--- src/setup_loader_pkg.sv ---
// constants for the board setup loader
package setup_loader_pkg;
    localparam int CLK_HZ = 40000000;
    localparam int SK_HZ_MAX = 1000000;
    localparam int SK_HALF_CYC = CLK_HZ / (2 * SK_HZ_MAX);
    localparam int POLL_LIMIT_MS = 10;
    localparam int POLL_LIMIT_CYC = (CLK_HZ / 1000) * POLL_LIMIT_MS;
    localparam logic [3:0] ADDR_CONTROL = 4'h0;
    localparam logic [3:0] ADDR_CONFIG = 4'h1;
    localparam logic [3:0] ADDR_BASE = 4'h2;
    localparam logic [3:0] ADDR_STATION0 = 4'h3;
    localparam logic [3:0] ADDR_STATION1 = 4'h4;
    localparam logic [3:0] ADDR_STATION2 = 4'h5;
    localparam logic [3:0] ADDR_POINTER = 4'h6;
    localparam logic [3:0] ADDR_GENERAL = 4'h7;
    localparam int CTL_TARGET = 2;
    localparam int CTL_FETCH = 1;
    localparam int CTL_COMMIT = 0;
    localparam logic [15:0] CONFIG_RESET = 16'h0000;
    localparam logic [15:0] BASE_RESET = 16'h0000;
    localparam logic [15:0] CONFIG_DEFAULT = 16'h0000;
    localparam logic [15:0] BASE_DEFAULT = 16'h1801;
    localparam logic [15:0] STATION_RESET = 16'h0000;
    localparam logic [2:0] STRAP_ALL_HIGH = 3'h7;
    localparam logic [5:0] STATION_WORD0 = 6'h20;
    localparam logic [5:0] WORD_STRIDE_SHIFT = 6'h2;
    localparam logic [1:0] OP_READ = 2'h2;
    localparam logic [1:0] OP_WRITE = 2'h1;
    localparam logic [1:0] OP_EXT = 2'h0;
    localparam logic [5:0] ADDR_WRITE_ENABLE = 6'h30;
    localparam logic [5:0] FRAME_BITS = 6'h1B;
    localparam logic [5:0] HEAD_BITS = 6'h09;
endpackage : setup_loader_pkg

--- src/serial_eeprom_board_setup_loader.sv ---
// board setup loader: avalon register file and three-wire serial eeprom engine
// Behaviour
// [RULE1] after reset fetch setup from eeprom automatically
// [RULE2] config at strap times four, base plus one
// [RULE3] station words from 20h to 22h always
// [RULE4] straps seven: station only, fixed config/base; here a commit still writes config and base to words 1Ch and 1Dh
// [RULE5] eeprom is 64 words, whole-word accesses
// [RULE6] target zero fetch updates config, base, station
// [RULE7] target zero commit writes config and base
// [RULE8] low three control bits never touch eeprom; here fetch (bit 1) and commit (bit 0) start eeprom accesses
// [RULE9] target one fetch reads pointer word to general
// [RULE10] target one commit writes general to pointer word
// [RULE11] triggers read high while access runs
// [RULE12] all other accesses stall until access completes; here reads of control stall as well
// [RULE13] enable pin low: no eeprom access, defaults
// [RULE14] straps all high give fixed base default
// [RULE15] chip select, start, opcode, address, data framing
//
// The Avalon-MM register port and the register addresses were chosen for this implementation.
`timescale 1ns/100ps
module serial_eeprom_board_setup_loader
    import setup_loader_pkg::*;
(
    input wire logic clk_sys, // 40 mhz system clock
    input wire logic sys_rst, // synchronous reset, active high
    input wire logic [3:0] avs_address, // word address
    input wire logic avs_read, // read request
    input wire logic avs_write, // write request
    input wire logic [31:0] avs_writedata, // write data
    output logic [31:0] avs_readdata, // read data
    output logic avs_waitrequest, // stall
    input wire logic [2:0] board_select_straps, // setup word placement
    input wire logic eeprom_enable_pin, // low when no eeprom fitted
    output logic ee_cs, // eeprom chip select
    output logic ee_sk, // eeprom serial clock
    output logic ee_di, // data to eeprom
    input wire logic ee_do, // data from eeprom
    output logic [15:0] config_word, // configuration register
    output logic [15:0] base_word // base register
);
    import setup_loader_pkg::*;

    typedef enum {S_IDLE, S_PICK, S_SHIFT, S_GAP, S_POLL, S_DONE} state_e;

    state_e state, next_state;
    logic [2:0] control, next_control;
    logic [15:0] cfg, next_cfg, base, next_base, gp, next_gp;
    logic [15:0] station [3];
    logic [15:0] next_station [3];
    logic [5:0] pointer, next_pointer;
    logic busy, next_busy;
    logic [2:0] step, next_step; // 0..2 station, 3 cfg, 4 base
    logic writing, next_writing;
    logic wen_done, next_wen_done;
    logic [26:0] shreg, next_shreg;
    logic [5:0] bitcnt, next_bitcnt;
    logic [5:0] fbits, next_fbits;
    logic [15:0] rxd, next_rxd;
    logic [7:0] div, next_div;
    logic sk, next_sk, cs, next_cs, di, next_di;
    logic [31:0] poll, next_poll;
    logic started, next_started;
    logic [5:0] cur_addr;
    logic [15:0] cur_data;
    logic [2:0] last_step;
    logic tick;
    logic [5:0] strap_word;

    assign strap_word = {1'b0, board_select_straps, 2'b00}; // [RULE2]
    assign tick = (div == 8'(SK_HALF_CYC - 1));

    always_comb
    begin
        cur_addr = STATION_WORD0 + 6'(step);
        cur_data = gp;
        if (control[CTL_TARGET])
        begin
            cur_addr = pointer; // [RULE9] [RULE10]
        end
        else if (step == 3'h3)
        begin
            cur_addr = strap_word;
            cur_data = cfg;
        end
        else if (step == 3'h4)
        begin
            cur_addr = strap_word + 6'h01; // [RULE2]
            cur_data = base;
        end
    end

    always_comb
    begin
        last_step = 3'h4;
        if (control[CTL_TARGET] || (board_select_straps == STRAP_ALL_HIGH && !writing))
        begin
            last_step = control[CTL_TARGET] ? step : 3'h2; // [RULE4]
        end
    end

    always_comb
    begin
        next_state = state;
        next_control = control;
        next_cfg = cfg;
        next_base = base;
        next_gp = gp;
        next_station = station;
        next_pointer = pointer;
        next_busy = busy;
        next_step = step;
        next_writing = writing;
        next_wen_done = wen_done;
        next_shreg = shreg;
        next_bitcnt = bitcnt;
        next_fbits = fbits;
        next_rxd = rxd;
        next_div = tick ? 8'h00 : div + 8'h01;
        next_sk = sk;
        next_cs = cs;
        next_di = di;
        next_poll = poll;
        next_started = 1'b1;
        avs_waitrequest = busy && (avs_read || avs_write); // [RULE12]
        avs_readdata = 32'h0000_0000;
        unique case (avs_address)
            ADDR_CONTROL: avs_readdata = {29'h0, control[CTL_TARGET], busy, busy}; // [RULE11]
            ADDR_CONFIG: avs_readdata = {16'h0, cfg};
            ADDR_BASE: avs_readdata = {16'h0, base};
            ADDR_STATION0: avs_readdata = {16'h0, station[0]};
            ADDR_STATION1: avs_readdata = {16'h0, station[1]};
            ADDR_STATION2: avs_readdata = {16'h0, station[2]};
            ADDR_POINTER: avs_readdata = {26'h0, pointer};
            ADDR_GENERAL: avs_readdata = {16'h0, gp};
            default: avs_readdata = 32'h0000_0000;
        endcase
        if (avs_write && !busy)
        begin
            unique case (avs_address)
                ADDR_CONTROL:
                begin
                    next_control[CTL_TARGET] = avs_writedata[CTL_TARGET];
                    if (eeprom_enable_pin && (avs_writedata[CTL_FETCH] || avs_writedata[CTL_COMMIT]))
                    begin
                        next_busy = 1'b1;
                        next_writing = !avs_writedata[CTL_FETCH];
                        next_wen_done = 1'b0;
                        next_step = avs_writedata[CTL_TARGET] ? 3'h0 : (avs_writedata[CTL_FETCH] ? 3'h0 : 3'h3);
                        next_state = S_PICK;
                    end
                end
                ADDR_CONFIG: next_cfg = avs_writedata[15:0];
                ADDR_BASE: next_base = avs_writedata[15:0];
                ADDR_STATION0: next_station[0] = avs_writedata[15:0];
                ADDR_STATION1: next_station[1] = avs_writedata[15:0];
                ADDR_STATION2: next_station[2] = avs_writedata[15:0];
                ADDR_POINTER: next_pointer = avs_writedata[5:0];
                ADDR_GENERAL: next_gp = avs_writedata[15:0];
                default: next_gp = gp;
            endcase
        end
        unique case (state)
            S_IDLE:
            begin
                if (!started && eeprom_enable_pin) // [RULE1] [RULE13]
                begin
                    next_busy = 1'b1;
                    next_writing = 1'b0;
                    next_step = 3'h0;
                    next_state = S_PICK;
                end
            end
            S_PICK:
            begin
                if (tick)
                begin
                    next_cs = 1'b1; // [RULE15]
                    next_sk = 1'b0;
                    next_bitcnt = 6'h00;
                    next_rxd = 16'h0000;
                    if (writing && !wen_done)
                    begin
                        next_shreg = {1'b1, OP_EXT, ADDR_WRITE_ENABLE, 16'h0000, 2'b00};
                        next_fbits = HEAD_BITS;
                    end
                    else
                    begin
                        next_shreg = {1'b1, writing ? OP_WRITE : OP_READ, cur_addr, cur_data, 2'b00}; // [RULE5]
                        next_fbits = 6'(FRAME_BITS - 6'h02);
                    end
                    // start bit goes out now so di is settled before the first sk rise
                    next_di = next_shreg[26];
                    next_shreg = {next_shreg[25:0], 1'b0};
                    next_state = S_SHIFT;
                end
            end
            S_SHIFT:
            begin
                if (tick)
                begin
                    next_sk = !sk;
                    if (sk)
                    begin
                        // di changes only on the falling half, never with the rise
                        next_di = shreg[26];
                        next_shreg = {shreg[25:0], 1'b0};
                        next_bitcnt = bitcnt + 6'h01;
                        if (bitcnt >= HEAD_BITS)
                        begin
                            next_rxd = {rxd[14:0], ee_do};
                        end
                        if (bitcnt == fbits - 6'h01)
                        begin
                            next_state = S_GAP;
                        end
                    end
                end
            end
            S_GAP:
            begin
                if (tick)
                begin
                    next_cs = 1'b0;
                    next_di = 1'b0;
                    next_poll = 32'h0;
                    next_state = (writing && wen_done) ? S_POLL : S_DONE;
                end
            end
            S_POLL:
            begin
                next_cs = 1'b1;
                next_poll = poll + 32'h1;
                if ((tick && ee_do) || poll == 32'(POLL_LIMIT_CYC))
                begin
                    next_cs = 1'b0;
                    next_state = S_DONE;
                end
            end
            S_DONE:
            begin
                if (writing && !wen_done)
                begin
                    next_wen_done = 1'b1;
                    next_state = S_PICK;
                end
                else
                begin
                    if (!writing)
                    begin
                        if (control[CTL_TARGET])
                        begin
                            next_gp = rxd;
                        end
                        else if (step == 3'h3)
                        begin
                            next_cfg = rxd; // [RULE6]
                        end
                        else if (step == 3'h4)
                        begin
                            next_base = rxd;
                        end
                        else
                        begin
                            next_station[step[1:0]] = rxd; // [RULE3]
                        end
                    end
                    if (step == last_step)
                    begin
                        next_busy = 1'b0;
                        next_state = S_IDLE;
                        if (!writing && !control[CTL_TARGET] && board_select_straps == STRAP_ALL_HIGH)
                        begin
                            next_cfg = CONFIG_DEFAULT; // [RULE4] [RULE14]
                            next_base = BASE_DEFAULT;
                        end
                    end
                    else
                    begin
                        next_step = step + 3'h1; // [RULE7]
                        next_wen_done = 1'b0;
                        next_state = S_PICK;
                    end
                end
            end
        endcase
    end

    always_ff @(posedge clk_sys)
    begin
        if (sys_rst)
        begin
            state <= S_IDLE;
            control <= 3'h0; // [RULE8]
            cfg <= CONFIG_RESET;
            base <= BASE_RESET;
            gp <= 16'h0000;
            station <= '{STATION_RESET, STATION_RESET, STATION_RESET};
            pointer <= 6'h00;
            busy <= 1'b0;
            step <= 3'h0;
            writing <= 1'b0;
            wen_done <= 1'b0;
            shreg <= 27'h0;
            bitcnt <= 6'h00;
            fbits <= 6'h00;
            rxd <= 16'h0000;
            div <= 8'h00;
            sk <= 1'b0;
            cs <= 1'b0;
            di <= 1'b0;
            poll <= 32'h0;
            started <= 1'b0;
        end
        else
        begin
            state <= next_state;
            control <= next_control;
            cfg <= next_cfg;
            base <= next_base;
            gp <= next_gp;
            station <= next_station;
            pointer <= next_pointer;
            busy <= next_busy;
            step <= next_step;
            writing <= next_writing;
            wen_done <= next_wen_done;
            shreg <= next_shreg;
            bitcnt <= next_bitcnt;
            fbits <= next_fbits;
            rxd <= next_rxd;
            div <= next_div;
            sk <= next_sk;
            cs <= next_cs;
            di <= next_di;
            poll <= next_poll;
            started <= next_started;
        end
    end

    assign ee_cs = cs;
    assign ee_sk = sk;
    assign ee_di = di;
    assign config_word = cfg;
    assign base_word = base;

    property p_stall;
        @(posedge clk_sys) disable iff (sys_rst) (busy && avs_write) |-> avs_waitrequest;
    endproperty
    a_stall: assert property (p_stall) else $error("access not stalled while busy"); // [RULE12]

    property p_trig;
        @(posedge clk_sys) disable iff (sys_rst)
            (busy && avs_address == ADDR_CONTROL) |-> avs_readdata[1:0] == 2'b11;
    endproperty
    a_trig: assert property (p_trig) else $error("triggers low during access"); // [RULE11]

    property p_noee;
        @(posedge clk_sys) disable iff (sys_rst) !eeprom_enable_pin && !busy |=> !ee_cs;
    endproperty
    a_noee: assert property (p_noee) else $error("eeprom selected while disabled"); // [RULE13]

    property p_auto;
        @(posedge clk_sys) disable iff (sys_rst) (!started && eeprom_enable_pin) |=> busy;
    endproperty
    a_auto: assert property (p_auto) else $error("no fetch after reset"); // [RULE1]

    property p_def;
        @(posedge clk_sys) disable iff (sys_rst)
            (state == S_DONE && step == 3'h2 && !writing && !control[CTL_TARGET]
             && board_select_straps == STRAP_ALL_HIGH) |=> base == BASE_DEFAULT;
    endproperty
    a_def: assert property (p_def) else $error("default base not applied"); // [RULE4]

    property p_addr;
        @(posedge clk_sys) disable iff (sys_rst)
            (state == S_PICK && step == 3'h3 && !control[CTL_TARGET]) |-> cur_addr == strap_word;
    endproperty
    a_addr: assert property (p_addr) else $error("config word address wrong"); // [RULE2]

    property p_sta;
        @(posedge clk_sys) disable iff (sys_rst)
            (state == S_PICK && step <= 3'h2 && !control[CTL_TARGET]) |-> cur_addr[5];
    endproperty
    a_sta: assert property (p_sta) else $error("station address outside area"); // [RULE3]

    property p_ptr;
        @(posedge clk_sys) disable iff (sys_rst)
            (state == S_PICK && control[CTL_TARGET]) |-> cur_addr == pointer;
    endproperty
    a_ptr: assert property (p_ptr) else $error("general access not at pointer"); // [RULE9]
endmodule : serial_eeprom_board_setup_loader

--- config.mk ---
export PLATFORM = sky130hd
export DESIGN_NAME = serial_eeprom_board_setup_loader
export DESIGN_NICKNAME = d
export VERILOG_FILES = /design/src/setup_loader_pkg.sv /design/src/serial_eeprom_board_setup_loader.sv
export SDC_FILE = /design/constraint.sdc
export NUM_CORES = 1
export LEC_CHECK = 0
export BUFFER_PORTS_ARGS = -buffer_cell sky130_fd_sc_hd__buf_2
export CAP_MARGIN = 10
export CORE_ASPECT_RATIO = 0.7
export CORE_MARGIN = 3
export CORE_UTILIZATION = 47
export DETAILED_ROUTE_END_ITERATION = 10
export GPL_ROUTABILITY_DRIVEN = 0
export PLACE_DENSITY_LB_ADDON = 0.12
export SYNTH_ARGS = -nofsm -noshare
export SYNTH_HDL_FRONTEND = slang
export SYNTH_SLANG_ARGS = --single-unit
--- constraint.sdc ---
create_clock -name clk_sys -period 7.35 [get_ports clk_sys]
set_clock_uncertainty 0.05 [all_clocks]
set_input_delay 0.3675 -clock clk_sys [delete_from_list [all_inputs] [get_ports clk_sys]]
set_output_delay 0.3675 -clock clk_sys [all_outputs]
set_load 0.005 [all_outputs]
==> out/qor.csv <==
stage;metric;value;unit
critical_path;required;7.73;ns
synthesis;synth_edf_count;0;
synthesis;synth_ff_type;dfxtp_1;
power_and_ir_drop;p_total;2550;µW
sta;period_share;47.3;%
routing;drt-pass1-iter-count;5;
clocking;cts_root_buf;clkbuf_16;
finish;final_cell_mix;dfxtp_1 (233), nand3_1 (107), nand2_1 (106);
synthesis;synth-warning-count;0;
finish;layout.cells.non_filler;1768;
routing;totalWireLength;40.0;mm
floorplan;boundaryPins;113;
sta;hold_viol;0;
clocking;cts_setup_buffers;0;
run_status;status;complete, no violations;
finish;drive_gt1_share;11.3;%
power_and_ir_drop;p_leak;0.00565;µW
clocking;cts.path.max_buffers;3;
critical_path;path_cells;ha_1 > nand4bb_1 > a2111oi_0 > nand3_1 > or3_1 > a21oi_1;
synthesis;syn_area;11900;µm²
finish;layout_commonest_cell;dfxtp_1;
routing;route.detailed.drc;0;
finish;area_growth;9.83;%
synthesis;yosys_register_bits;233;
critical_path;crit_fanout;26;
critical_path;r2r-start;div[0];
synthesis;synth-async-reset-ratio;0;%
synthesis;yosys-top-cells-area;dfxtp_1 (39%), mux2i_1 (7.1%), nand3_1 (4.5%);
routing;ant_nets;0;
hold_path;worstHoldStart;ee_do;
grt;antenna_found_initial;4;
synthesis;yosysTopAreaCellShare;39.1;%
sta;rsz0062_at_grt;no;
clocking;cts_hold_buffers;0;
placed_design;place_hpwl;26.5;mm
synthesis;syn_inst;1426;
critical_path;crit_arrival;3.86;ns
critical_path;crit_path_start;div[0];
routing;routedWlPerCell;22.6;µm
sta;report.final.slew_viol_count;0;
sta;tns;0;ns
floorplan;fp.dieH;139;µm
synthesis;synth_top_area_cell;dfxtp_1;
floorplan;core_area;24800;µm²
critical_path;r2r_setup_slack;3.88;ns
synthesis;yosysSeqAreaShare;39.1;%
critical_path;crit_path_end_kind;register;
routing;viasPerCell;6.41;
grt;grt_pass1_wl;62.5;mm
power_and_ir_drop;vdd_drop_max;0.137;mV
critical_path;crit_type;reg2reg;
synthesis;syn_avg_cell_area;8.36;µm²
clocking;cts.sinks;233;
floorplan;fp.dieW;196;µm
run;drv_cap;0;
hold_path;hp-class;in2reg;
clocking;cts_tree;done;
sta;fmax;288;MHz
clocking;h-tree-depth;1;
placed_design;dp.cells;1726;
placed_design;io_buffers;80;
grt;grt_pass1_vias;10296;
clocking;cts_buffers;23;
floorplan;die-area;27300;µm²
sta;relSlewSlack;17.8;%
grt;track_usage;28.6;%
routing;via_count;11337;
routing;first_iter_violations;1298;
critical_path;max_stage_delay;0.86;ns
floorplan;rows;48;
clocking;insertion_delay;0.51;ns
synthesis;ys_types;66;
critical_path;crit_slowest_cell;nand3_1;
finish;num-nets-final;1483;
floorplan;start_util;48.0;%
grt;grt_max_degree;61;
sta;worstMarginPinSlew;1.23;ns
power_and_ir_drop;powerDensity;195;nW/µm²
sta;final.min_clock_period;3.47;ns
sta;holdWs;0.0944;ns
critical_path;cp-start-kind;register;
clocking;ctsResizeCount;0;
grt;grt-ovfl-total;0;
clocking;path_clk_slew;0.07;ns
sta;finalSetupViolCount;0;
[area by class of cell]
type                            count  area [µm²]
Timing Repair Buffer              108         613
Antenna cell                        2        5.00
Sequential cell                   233        4660
Clock buffer                       33         643
Fill cell                        2386       11700
Inverter                           39         146
Multi-Input combinational cell   1021        6550
Clock inverter                      7        62.6
Tap cell                          325         407
[cell usage after synthesis (5+ instances only)]
cell type and count:
a211oi_1 69, clkbuf_2 14, nand3_1 107, nand4_1 20
a21oi_1 82, inv_1 39, a22oi_1 40, nor2b_1 9
nor2_1 105, nor3_1 25, o21ai_0 43, ha_1 12
a22o_1 17, nand2_1 106, buf_4 16, and4_1 5
a31oi_1 13, dfxtp_1 233, clkbuf_1 96, nand2b_1 18
a2bb2oi_1 11, o31ai_1 18, o211ai_1 11, and3_1 39
or3_1 9, buf_2 15, o211a_1 30, nor4_1 13
xnor2_1 8, or4_1 26, mux2i_1 84, buf_1 6
o221ai_1 18, nor4b_1 6, and2_1 5, o22ai_1 6
[final timing paths]
check	to	cells after the start
hold reg to reg	shreg[23]	2
setup / recovery	bitcnt[4]	6
setup reg to reg	bitcnt[4]	6
hold / removal	rxd[0]	2
[report_power, final]
group          total [µW]  switching (µW)  internal [µW]
registers            1280            11.0           1270
clock network        1140             501            642
logic                 124            87.5           36.3
[cell families after synthesis]
| group | share of synthesized area, % |
|---|---|
| xor+xnor | 0.808 |
| fa+ha+maj | 1.26 |
| flops | 39.1 |
| other cells | 0.0315 |
| mux | 7.43 |
| buf+inv | 6.76 |
| simple gates | 22.3 |
| compound gates | 22.3 |
[critical path: cells and delay by family, from the launching register on]
family | cells | cell delay (ns)
AND/OR/NAND/NOR | 3 | 1.85
AO/OA/AOI/OAI | 2 | 0.87
flip-flops | 1 | 0.37
adder cells (fa/ha/maj) | 1 | 0.25
[routing by layer]
metal	wire (µm)	share of wire [%]	up-vias	track usage [%]
li1	-	-	5259	-
met1	19100	48	5460	46.0
met2	15600	39	537	38.5
met3	4110	10	77	5.61
met4	1140	2.9	4	7.35
met5	26	0.065	-	0
[sequential cells by signal, summed over array words and instances (netlist names), 3 cells and up]
register / cells
base_word: 16
bitcnt: 6
config_word: 16
div: 8
gp: 16
pointer: 6
poll: 32
rxd: 16
shreg: 24
state: 32
station: 48
step: 3
[per-stage QoR]
stage / instance area [µm²] / utilization [%] / setup WS (ns)
2_1_floorplan: 12000 / - / 4.93
3_3_place_gp: 12400 / 49.9 / 3.95
3_5_place_dp: 12400 / 49.9 / 3.89
4_1_cts: 13100 / 52.7 / 3.86
5_1_grt: 13100 / 52.8 / 3.52
6_report: 13100 / 52.8 / 3.88
No activity file was read; power rests on OpenSTA's default activity.
